`src/include/spb_pkg.sv`:
```
// Constants and types for the paged register decoder
package spb_pkg;
	// ----------------------------------------
	// Addresses
	// ----------------------------------------
	localparam logic [7:0] ADDR_PORT0 = 8'h80;
	localparam logic [7:0] ADDR_SP = 8'h81;
	localparam logic [7:0] ADDR_SPCTL = 8'h85;
	localparam logic [7:0] ADDR_POWER_CONTROL_ZERO = 8'h87;
	localparam logic [7:0] ADDR_SYSTEM_FLAG_IRQ_ENABLE = 8'h8E;
	localparam logic [7:0] ADDR_PORT1 = 8'h90;
	localparam logic [7:0] ADDR_AIO = 8'h92;
	localparam logic [7:0] ADDR_MODE1 = 8'h93;
	localparam logic [7:0] ADDR_TCTL = 8'h95;
	localparam logic [7:0] ADDR_RSTEV = 8'h97;
	localparam logic [7:0] ADDR_UCTL = 8'h98;
	localparam logic [7:0] ADDR_UBUF = 8'h99;
	localparam logic [7:0] ADDR_PAGE = 8'hAC;
	// ----------------------------------------
	// Reset values and masks
	// ----------------------------------------
	localparam logic [7:0] RST_ZERO = 8'h00;
	localparam logic [7:0] RST_ONES = 8'hFF;
	localparam logic [7:0] RST_SP = 8'h07;
	localparam logic [7:0] RST_SPCTL = 8'h04;
	localparam logic [7:0] RST_POWER_CONTROL_ZERO = 8'h10;
	localparam logic [7:0] RST_SYSTEM_FLAG_IRQ_ENABLE = 8'h60;
	localparam logic [7:0] MASK_NO_BIT3 = 8'hF7;
	localparam logic [7:0] MASK_MODE1 = 8'h97;
	localparam logic [7:0] MASK_MODE1_T4 = 8'h9F;
	localparam logic [3:0] RST_PAGE = 4'h0;
	localparam int PAGE_W = 4;
	// ----------------------------------------
	// Pages
	// ----------------------------------------
	localparam logic [3:0] PG0 = 4'h0;
	localparam logic [3:0] PG1 = 4'h1;
	localparam logic [3:0] PG2 = 4'h2;
	localparam logic [3:0] PG3 = 4'h3;
	localparam logic [3:0] PG4 = 4'h4;
	// ----------------------------------------
	// Bus carrier
	// ----------------------------------------
	typedef struct packed {
		logic wr;
		logic rd;
		logic [7:0] addr;
		logic [7:0] wdata;
	} spb_req_s;
	// Register selector
	typedef enum logic [4:0] {
		SEL_NONE, SEL_PAGE, SEL_P0, SEL_SP, SEL_SPCTL, SEL_POWER_CONTROL_ZERO, SEL_SYSTEM_FLAG_IRQ_ENABLE, SEL_P1,
		SEL_AIO1, SEL_AIO2, SEL_P0MODE, SEL_T2M1, SEL_T3M1, SEL_T4M1, SEL_P2MODE,
		SEL_TREN, SEL_TRLC, SEL_TSPC, SEL_RSTEV, SEL_U0C, SEL_U1C, SEL_U2C, SEL_U3C,
		SEL_U0B, SEL_U1B, SEL_U2B, SEL_U3B
	} spb_sel_e;
endpackage : spb_pkg

```
`src/rtl/spb_sfr_page_select_bank.sv`:
```
// Paged special-function-register decoder with register storage
module spb_sfr_page_select_bank (
	input wire logic core_clk_i,
	input wire logic srst_i,
	input wire spb_pkg::spb_req_s req_i,
	output logic [7:0] rdata_o,
	output logic [3:0] page_number_field_o,
	output logic [7:0] port_zero_latch_o,
	output logic [7:0] port_one_latch_o,
	output logic [7:0] stack_pointer_o,
	output logic [7:0] timer_run_enable_o
);
	// ----------------------------------------
	// Storage
	// ----------------------------------------
	logic [spb_pkg::PAGE_W-1:0] page_number_field;
	logic [7:0] regs [spb_pkg::SEL_P0:spb_pkg::SEL_U3B];
	logic [7:0] rdata;
	spb_pkg::spb_sel_e sel;
	logic [spb_pkg::PAGE_W-1:0] next_page;
	logic [7:0] next_rdata;
	logic [7:0] wmask;

	// Decode compares against four-bit page codes
	if (spb_pkg::PAGE_W != 4) begin : g_bad_page_w
		$error("page index width must be four bits");
	end

	// ----------------------------------------
	// Address and page decode
	// ----------------------------------------
	always_comb begin
		sel = spb_pkg::SEL_NONE;
		unique case (req_i.addr)
			spb_pkg::ADDR_PAGE: sel = spb_pkg::SEL_PAGE;
			spb_pkg::ADDR_PORT0: sel = spb_pkg::SEL_P0;
			spb_pkg::ADDR_SP: sel = spb_pkg::SEL_SP;
			spb_pkg::ADDR_SPCTL: sel = spb_pkg::SEL_SPCTL;
			spb_pkg::ADDR_POWER_CONTROL_ZERO: sel = spb_pkg::SEL_POWER_CONTROL_ZERO;
			spb_pkg::ADDR_SYSTEM_FLAG_IRQ_ENABLE: sel = spb_pkg::SEL_SYSTEM_FLAG_IRQ_ENABLE;
			spb_pkg::ADDR_PORT1: sel = spb_pkg::SEL_P1;
			spb_pkg::ADDR_RSTEV: sel = spb_pkg::SEL_RSTEV;
			spb_pkg::ADDR_AIO: begin
				if (page_number_field == spb_pkg::PG0) sel = spb_pkg::SEL_AIO1;
				else if (page_number_field == spb_pkg::PG1) sel = spb_pkg::SEL_AIO2;
			end
			spb_pkg::ADDR_MODE1: begin
				unique case (page_number_field)
					spb_pkg::PG0: sel = spb_pkg::SEL_P0MODE;
					spb_pkg::PG1: sel = spb_pkg::SEL_T2M1;
					spb_pkg::PG2: sel = spb_pkg::SEL_T3M1;
					spb_pkg::PG3: sel = spb_pkg::SEL_T4M1;
					default: sel = spb_pkg::SEL_NONE;
				endcase
			end
			spb_pkg::ADDR_TCTL: begin
				unique case (page_number_field)
					spb_pkg::PG0: sel = spb_pkg::SEL_P2MODE;
					spb_pkg::PG1: sel = spb_pkg::SEL_TREN;
					spb_pkg::PG2: sel = spb_pkg::SEL_TRLC;
					spb_pkg::PG3: sel = spb_pkg::SEL_TSPC;
					default: sel = spb_pkg::SEL_NONE;
				endcase
			end
			spb_pkg::ADDR_UCTL: begin
				unique case (page_number_field)
					spb_pkg::PG0: sel = spb_pkg::SEL_U0C;
					spb_pkg::PG1, spb_pkg::PG2: sel = spb_pkg::SEL_U1C;
					spb_pkg::PG3: sel = spb_pkg::SEL_U2C;
					spb_pkg::PG4: sel = spb_pkg::SEL_U3C;
					default: sel = spb_pkg::SEL_NONE;
				endcase
			end
			spb_pkg::ADDR_UBUF: begin
				unique case (page_number_field)
					spb_pkg::PG0: sel = spb_pkg::SEL_U0B;
					spb_pkg::PG1, spb_pkg::PG2: sel = spb_pkg::SEL_U1B;
					spb_pkg::PG3: sel = spb_pkg::SEL_U2B;
					spb_pkg::PG4: sel = spb_pkg::SEL_U3B;
					default: sel = spb_pkg::SEL_NONE;
				endcase
			end
			default: sel = spb_pkg::SEL_NONE;
		endcase
	end

	// Unimplemented bits are held at zero
	always_comb begin
		unique case (sel)
			spb_pkg::SEL_SYSTEM_FLAG_IRQ_ENABLE, spb_pkg::SEL_RSTEV: wmask = spb_pkg::MASK_NO_BIT3;
			spb_pkg::SEL_T2M1, spb_pkg::SEL_T3M1: wmask = spb_pkg::MASK_MODE1;
			spb_pkg::SEL_T4M1: wmask = spb_pkg::MASK_MODE1_T4;
			default: wmask = spb_pkg::RST_ONES;
		endcase
	end

	// ----------------------------------------
	// Page index and read data
	// ----------------------------------------
	always_comb begin
		next_page = page_number_field;
		// Upper bits are dropped; the index is never stacked on interrupts
		if (req_i.wr && sel == spb_pkg::SEL_PAGE) begin
			next_page = req_i.wdata[spb_pkg::PAGE_W-1:0];
		end
		next_rdata = rdata;
		if (req_i.rd) begin
			if (sel == spb_pkg::SEL_PAGE) begin
				next_rdata = {4'h0, page_number_field};
			end else if (sel == spb_pkg::SEL_NONE) begin
				next_rdata = spb_pkg::RST_ZERO;
			end else begin
				next_rdata = regs[sel];
			end
		end
	end

	always_ff @(posedge core_clk_i) begin
		if (srst_i) begin
			page_number_field <= spb_pkg::RST_PAGE;
			rdata <= spb_pkg::RST_ZERO;
		end else begin
			page_number_field <= next_page;
			rdata <= next_rdata;
		end
	end

	// ----------------------------------------
	// Register array
	// ----------------------------------------
	for (genvar g = spb_pkg::SEL_P0; g <= spb_pkg::SEL_U3B; g++) begin : g_reg
		logic [7:0] next_val;
		logic [7:0] rst_val;
		always_comb begin
			unique case (g)
				spb_pkg::SEL_P0, spb_pkg::SEL_P1: rst_val = spb_pkg::RST_ONES;
				spb_pkg::SEL_SP: rst_val = spb_pkg::RST_SP;
				spb_pkg::SEL_SPCTL: rst_val = spb_pkg::RST_SPCTL;
				spb_pkg::SEL_POWER_CONTROL_ZERO: rst_val = spb_pkg::RST_POWER_CONTROL_ZERO;
				spb_pkg::SEL_SYSTEM_FLAG_IRQ_ENABLE: rst_val = spb_pkg::RST_SYSTEM_FLAG_IRQ_ENABLE;
				default: rst_val = spb_pkg::RST_ZERO;
			endcase
			next_val = regs[g];
			if (req_i.wr && sel == spb_pkg::spb_sel_e'(g)) begin
				next_val = req_i.wdata & wmask;
			end
		end
		// Buffers keep no reset: contents undefined after reset
		if (g >= spb_pkg::SEL_U0B) begin : g_nrst
			always_ff @(posedge core_clk_i) begin
				regs[g] <= next_val;
			end
		end else begin : g_rst
			always_ff @(posedge core_clk_i) begin
				if (srst_i) begin
					regs[g] <= rst_val;
				end else begin
					regs[g] <= next_val;
				end
			end
		end
	end

	// ----------------------------------------
	// Outputs
	// ----------------------------------------
	assign rdata_o = rdata;
	assign page_number_field_o = page_number_field;
	assign port_zero_latch_o = regs[spb_pkg::SEL_P0];
	assign port_one_latch_o = regs[spb_pkg::SEL_P1];
	assign stack_pointer_o = regs[spb_pkg::SEL_SP];
	assign timer_run_enable_o = regs[spb_pkg::SEL_TREN];
endmodule // spb_sfr_page_select_bank

```
`config.mk`:
```
export PLATFORM = sky130hd
export DESIGN_NAME = spb_sfr_page_select_bank
export DESIGN_NICKNAME = d
export VERILOG_FILES = /design/src/include/spb_pkg.sv /design/src/rtl/spb_sfr_page_select_bank.sv
export SDC_FILE = /design/constraint.sdc
export NUM_CORES = 1
export LEC_CHECK = 0
export BUFFER_PORTS_ARGS = -buffer_cell sky130_fd_sc_hd__buf_2
export CORE_MARGIN = 1.5
export CORE_UTILIZATION = 50
export DETAILED_ROUTE_END_ITERATION = 10
export PLACE_DENSITY = 0.68
export SYNTH_ARGS = -nofsm -noshare
export SYNTH_HDL_FRONTEND = slang
export SYNTH_SLANG_ARGS = --single-unit
```
`constraint.sdc`:
```
create_clock -name core_clk_i -period 11.2 [get_ports core_clk_i]
set_input_delay 2.24 -clock core_clk_i [delete_from_list [all_inputs] [get_ports core_clk_i]]
set_output_delay 2.24 -clock core_clk_i [all_outputs]
set_load 0.01 [all_outputs]
```
Word level (Yosys, flattened, before mapping) --
Memories as Yosys holds them, arrays and structs flattened. Cells that the tools add are included.
Storage, ports and cells: bits in registers 12, bits in writable memories 200, input port bits 20, logic and storage cells 216, memories 1
Cells by class: equal/unequal tests 68, multiplexer cells 68, bitwise operators 22, reduce and logical (&&, ||, !) cells 55
Memories:
- regs | depth 25, bits a word 8, read ports 5, clocked after memory_dff 0, write ports 22, RTL line spb_sfr_page_select_bank.sv:17 | logic [7:0] regs [spb_pkg::SEL_P0:spb_pkg::SEL_U3B];
Operators by type and width (count):
- $mux 8 | 51
- $eq 8x8->1 const B | 13
- $pmux 5 s13 | 1
- $pmux 5 s4 | 3
- $eq 5x5->1 const B | 11
- $reduce_and 2->1 | 21
- $eq 5x4->1 const B | 8
- $logic_and 1x1->1 | 26
- $ne 1x1->1 const B | 25
- $reduce_or 8->1 | 3
- $or 1x1->1 | 21
- $pmux 7 s3 | 1
- $eq 5x3->1 const B | 4
- $pmux 4 s4 | 1
- $mux 5 | 3
- $eq 5x2->1 const B | 2
- $and 8x8->8 | 1
- $eq 4x2->1 const B | 2
- $mux 4 | 2
- $mux 1 | 6
- $reduce_or 2->1 | 3
- $eq 5x1->1 const B | 1
- $logic_not 5->1 | 1
- $eq 4x1->1 const B | 1
- 2 further kinds | 2

Logic depth before layout (Yosys ltp) --
Gate-level depths: netlist of run 1.
depth after elaboration 12, mapped depth 13, mapped depth without buffers 9

Worst setup path before layout of run 1 --
OpenSTA, ideal clock, no wires.
kind input to register, start input req_i[13] (netlist name), end memory regs[26][0] (enable), setup time 395 ps, data arrival time 4926 ps, data required time 10805 ps, slack 5879 ps, stages 9, buffers on the path 4, cells stage by stage nor3b_2 nand4_1 or4b_1 clkbuf_1 and2_1 clkbuf_1 clkbuf_1 buf_2 nor4_1
RTL lines:
- start, declared | RTL line spb_sfr_page_select_bank.sv:5 | input wire spb_pkg::spb_req_s req_i,
- end, declared | RTL line spb_sfr_page_select_bank.sv:17

==> results.md, run 1 <==
* Total track usage at 29.2%
* Initial drt markers at roughly 940
* Post-synth top area share at 48.4%
* Met3 routed WL at around 3000 um
* Post-synth EDFFs at ~170
* Core Area at roughly 0.02 mm^2
* First-pass GRT wire length at 47,200 um
* Register area share after synthesis at a little under three fifths
* CTS tree: done
* Starting Density at approximately half
* Site Rows at 52
* Post-CTS Setup Bufs at 0
* Most numerous cell in the Yosys netlist: edfxtp_1
* Die area at 0.0217 mm^2
* Highest Clock Rate at around 180 MHz
* Root buffer cell: clkbuf_16
* Post-route cell area at ~0.012 mm^2
* Total global routing overflow at 0
* Die Span X at roughly 150 um
* Crit path from: req_i[13]
* Place WS at about 5.3 ns
* Tcrit/Tclk final at slightly below 50%
* I/O Pins at 64
* PD cells at about 150 mW/mm^2
* Critical Path RT at about 12 ns
* Setup TNS Final at 0 ns
* Final setup fails at 0
* Crit path max fanout at 24
* Vias in the first global route at just under 8,000
* WL/cell at 24.6 um
* Post-DP HPWL at ~21,000 um
* Maximum clock insertion buffer count at 3
* Synth async-reset ratio at 0%
* Post-synth top flop: edfxtp_1
* Worst min-delay path startpoint: regs[2][5]
* VDD IR-drop max at roughly 0.10 mV
* CTS clk-pin slew, worst paths at roughly 0.060 ns
* Slew Viols, Final at 0
* Mapped Area at 0.0104 mm^2
* TritonCTS buffer count at 23
* Cells on Worst Hold Path at 1
* Final Routed Wirelength at about 32,000 um
* R2R depth at 9
* Share of cells above drive strength 1 at 15.4%
* Largest net degree at the start of global routing at 74
* # resized after CTS at 0
* P&R area growth vs syn at 11.1%
* Cells after Synth at 964
* Dpl cells at around 1,200
* Setup crit start kind: input pin
* Htree depth at 1
* Met2 wire len at roughly 14,000 um
* Antenna violations before repair at 1
* Rel. slew slack at between 20% and 30%
* Vias at 7,935
* # DRC at 0
* Top sig layer: met4
* Post-CTS Hold Buffers at 0
* Top cells by count, synth: edfxtp_1 (168), nand2_1 (124), nor2_1 (118)
* Vias per inst at 6.18
* Initial DRT Pass Iterations at 5
* Pwr Total at 1.75 mW
* Skew final at roughly 0.0088 ns
* Metal1 wirelength at ~13,000 um
* Status: complete, no violations
* Number of clock sinks at around 210
* IO Port Bufs at 63
* Mean Syn Cell Area at about 11 um^2
* Setup crit end kind: flip-flop
* Hold WC Path Type: flip-flop to flip-flop
* RSZ-0062 raised after global routing: false
* RR Startpoint: page_number_field_o[1]
* Critical path type: input pin to flip-flop
* Leak pwr at 4.43 nW
* Die Ht at 147 um
* Worst setup margin at 5.73 ns
* # nets final at 1,015
* Routability-driven placement congestion ratio at 0.896
* Post-placement cell area at 0.0108 mm^2
* Tmin final at ~5.5 ns
* Synth Warn # at 0
* Worst-Skew Late Latency at about 0.51 ns
* Area contributors post-synth: edfxtp_1 (48%), dfxtp_1 (8.5%), mux2i_1 (5.6%)
* Fin cells at 1,283
* Register bit count reported by yosys at about 210
* Post-route ant nets at 0
* Fin. Hold Viols at 0
* Pin slew with the least headroom to its limit at around 1.2 ns
* WP data arrival at between 5 and 6 ns
* Area leader, netlist: edfxtp_1
* R2r setup slk at between 7 and 8 ns
* Post-synth cell types at 74
* Max-cap violation count at 0
[report_power, final]
group / switching (mW) / internal (mW)
Combinational: 0.0844 / 0.0303
Clock: 0.306 / 0.446
Sequential: 0.00924 / 0.872
Total: 0.400 / 1.35
[sequential cells by signal, indices dropped and copies added, names as in the netlist]
register             count
rdata_o                  8
page_number_field_o      4
regs                   200
[metal layers]
| metal | up-vias | global-route usage, % |
|---|---|---|
| met5 | - | 0 |
| met4 | 0 | 11.5 |
| met3 | 68 | 7.93 |
| met2 | 367 | 45.8 |
| met1 | 3903 | 38.6 |
| li1 | 3597 | - |
[worst max-delay path, cell delays in order]
cell	delay, ns
buf_2	0.13
nor3b_2	0.39
nand4_1	0.13
or4b_1	0.71
nand2_1	0.80
nand4_1	0.31
nand3_2	0.53
inv_1	0.31
mux2i_1	0.20
nor2_1	0.05
[path summary, 6_finish.rpt]
path / to
setup / recovery: regs[3][6]
hold / removal: regs[2][5]
setup reg to reg: regs[17][3]
hold reg to reg: regs[2][5]
[area by class of cell]
type / count / area, um^2
Antenna cell: 1 / 2.50
Clock buffer: 33 / 643
Clock inverter: 9 / 98.8
Fill cell: 1770 / 8790
Inverter: 15 / 56.3
Multi-Input combinational cell: 661 / 4060
Sequential cell: 212 / 5930
Tap cell: 270 / 338
Timing Repair Buffer: 82 / 458
[logic make-up (layout without fill, tap and decap cells)]
logic type / count (synthesis) / in the layout / share of synthesized area, %
other cells: 1 / 11 / 0.0360
mux: 65 / 65 / 6.33
compound gates: 163 / 163 / 11.9
xor+xnor: 3 / 3 / 0.252
buf+inv: 100 / 139 / 4.67
simple gates: 420 / 420 / 20.0
flops: 212 / 212 / 56.9
[placed cells by master, fill, tap and decap left out, types with 12 or more instances in the layout]
master and count:
and3_1 58, mux2i_1 58, nor2_1 118, and2_1 28, a211o_1 20, edfxtp_1 168
dfxtp_1 44, buf_2 63, clkbuf_16 23, o21ai_0 20, nand2_1 124, a211oi_1 12
a21oi_1 13, nor3_1 17, a31oi_1 16, buf_4 19, a311oi_1 13, inv_1 14
[through the flow]
step / util, % / hold slack (ns)
3_3_place_gp: 53.2 / 0.475
6_report: 56.9 / 0.497
5_1_grt: 56.8 / 0.526
3_5_place_dp: 53.2 / 0.476
2_1_floorplan: - / 0.502
4_1_cts: 56.8 / 0.492
(Power assumes the default switching activity.)
==> run 2: changes to the inputs <==
--- a/config.mk
+++ b/config.mk
@@ -9,7 +9,7 @@
 export CORE_MARGIN = 1.5
 export CORE_UTILIZATION = 50
 export DETAILED_ROUTE_END_ITERATION = 10
-export PLACE_DENSITY = 0.68
+export PLACE_DENSITY = 0.7
 export SYNTH_ARGS = -nofsm -noshare
 export SYNTH_HDL_FRONTEND = slang
 export SYNTH_SLANG_ARGS = --single-unit
==> constraint.sdc (replaced) <==
create_clock -name core_clk_i -period 5 [get_ports core_clk_i]
set_input_delay 1 -clock core_clk_i [delete_from_list [all_inputs] [get_ports core_clk_i]]
set_output_delay 1 -clock core_clk_i [all_outputs]
set_load 0.01 [all_outputs]
==> results.md, run 2 (synthesized netlist as in run 1, its figures left out) <==
* Status: complete, no violations
* Pin slew with the least headroom to its limit at 1.09 ns
* Total track usage at 28.7%
* IO Port Bufs at 63
* Vias per inst at 6.26
* Root buffer cell: clkbuf_16
* # DRC at 0
* Worst-Skew Late Latency at 0.52 ns
* Met2 Use GR at 45.5%
* CTS clk-pin slew, worst paths at around 0.06 ns
* Post-CTS Setup Bufs at 0
* Reg2reg end: regs[6][5]
* Worst min-delay path startpoint: regs[2][5]
* Critical Path RT at around 5.3 ns
* Most frequent cells in the layout: edfxtp_1 (168), nand2_1 (124), nor2_1 (118)
* Leak pwr at roughly 4.5 nW
* Setup crit start kind: input pin
* Die Span X at about 150 um
* Skew final at 0.0230 ns
* PD cells at about 330 mW/mm^2
* Die Ht at 147 um
* Rel. slew slack at 27.0%
* ANT cells at 0
* WL/cell at around 24 um
* Leading cell type in the layout, fill and taps excluded: edfxtp_1
* Critical path type: input pin to flip-flop
* Initial drt markers at approximately 840
* Final setup fails at 0
* Post-DP HPWL at 21,000 um
* Max-cap violation count at 0
* Vias at around 8,100
* Initial DRT Pass Iterations at 5
* # nets final at just over 1,000
* Worst setup path endpoint: regs[25][3]
* RR Startpoint: page_number_field_o[1]
* Crit path max fanout at 12
* Number of clock sinks at between 200 and 250
* Starting Density at between 50 and 60%
* CTS tree: done
* Fillers at about 1,700
* RSZ-0062 raised after global routing: false
* Met3 Resource Use GR at just over 5%
* R2R depth at 8
* Routability-driven placement congestion ratio at just under 0.9
* Die area at about 0.022 mm^2
* P&R area growth vs syn at 12.4%
* Htree depth at 1
* Setup TNS Final at 0 ns
* Highest Clock Rate at 269 MHz
* Total global routing overflow at 0
* Post-CTS Hold Buffers at 0
* Tmin final at about 3.7 ns
* Largest net degree at the start of global routing at between 70 and 80
* Fin cells at 1,298
* Share of cells above drive strength 1 at between 15 and 20%
* Antenna violations before repair at 0
* Fin. Hold Viols at 0
* VDD IR-drop max at around 0.33 mV
* Core Area at about 0.020 mm^2
* Maximum clock insertion buffer count at 3
* Met1 usage at roughly two fifths
* Max reg flops at 200
* # resized after CTS at 0
* Crit path from: req_i[13]
* Post-route ant nets at 0
* I/O Pins at between 60 and 70
* Final Routed Wirelength at 31,100 um
* TritonCTS buffer count at 23
* Largest reg by FF count: regs
* GRT busiest layer: met2
* WP data arrival at slightly below 4 ns
* R2r setup slk at between 1 and 1.5 ns
* Vias in the first global route at roughly 7,800
* Slew Viols, Final at 0
* Site Rows at 52
* Setup crit end kind: flip-flop
* Dpl cells at 1,256
* Tcrit/Tclk final at roughly three quarters
* First-pass GRT wire length at ~47,000 um
* Hold WC Path Type: flip-flop to flip-flop
## run 2: cell types whose count changed in the layout (fill, tap and decap cells not counted)
cell	before	now
buf_4	19	34
clkinv_2	6	2
clkbuf_1	7	9
clkbuf_8	3	5
buf_12	0	1
bufinv_16	2	1
clkbuf_16	23	24
diode_2	1	0
## run 2: worst min-delay path by stage
stage          slack [ns]    endpoint  depth (start not counted)
6_report             0.49  regs[2][5]                          1
5_1_grt              0.50  regs[2][5]                          1
4_1_cts              0.50  regs[2][5]                          1
3_5_place_dp         0.48  regs[2][5]                          1
3_3_place_gp         0.48  regs[2][5]                          1
2_1_floorplan        0.50  rdata_o[5]                          2
## run 2: layer usage
metal | share of wire, % | wire, um | up-vias
met2 | 46 | 14300 | 468
met4 | 4.3 | 1320 | 0
met1 | 40 | 12300 | 3941
li1 | - | - | 3640
met5 | 0 | 0 | -
met3 | 9.9 | 3090 | 77
## run 2: cell type report
| type | instances | area, um^2 | share of cell area, % |
|---|---|---|---|
| flip-flops and latches | 212 | 5930 | 50.6 |
| repair buffers | 98 | 591 | 5.04 |
| well taps | 270 | 338 | 2.88 |
| multi-input cells | 661 | 4060 | 34.6 |
| clock inverters | 4 | 48.8 | 0.416 |
| inverters | 15 | 56.3 | 0.480 |
| clock buffers | 38 | 703 | 6.00 |
## run 2: power breakdown
group          internal (mW)  switching, mW
logic                 0.0731          0.193
clock network           1.01          0.677
registers               1.95         0.0190
total                   3.04          0.888
## run 2: worst max-delay path, stage by stage
cell and delay [ns]:
buf_2 0.13, nor3b_2 0.35, nand4_1 0.12, or4b_1 0.69, and2_1 0.43, o41ai_2 0.43, a31oi_1 0.09, o21ai_2 0.38
buf_4 0.28, inv_2 0.07
## run 2: metrics by stage
step | area, um^2 | util (%) | hold slack (ns) | setup WS [ns] | total power [mW]
detailed placement | 11000 | 53.9 | 0.483 | 0.839 | 2.27
global route | 11700 | 57.5 | 0.504 | 1.20 | 4.04
CTS | 11700 | 57.5 | 0.496 | 1.34 | 3.93
floorplan | 10500 | - | 0.502 | 0.919 | 2.16
finish | 11700 | 57.5 | 0.492 | 1.28 | 3.92
global placement | 11000 | 53.9 | 0.477 | 0.895 | 2.26
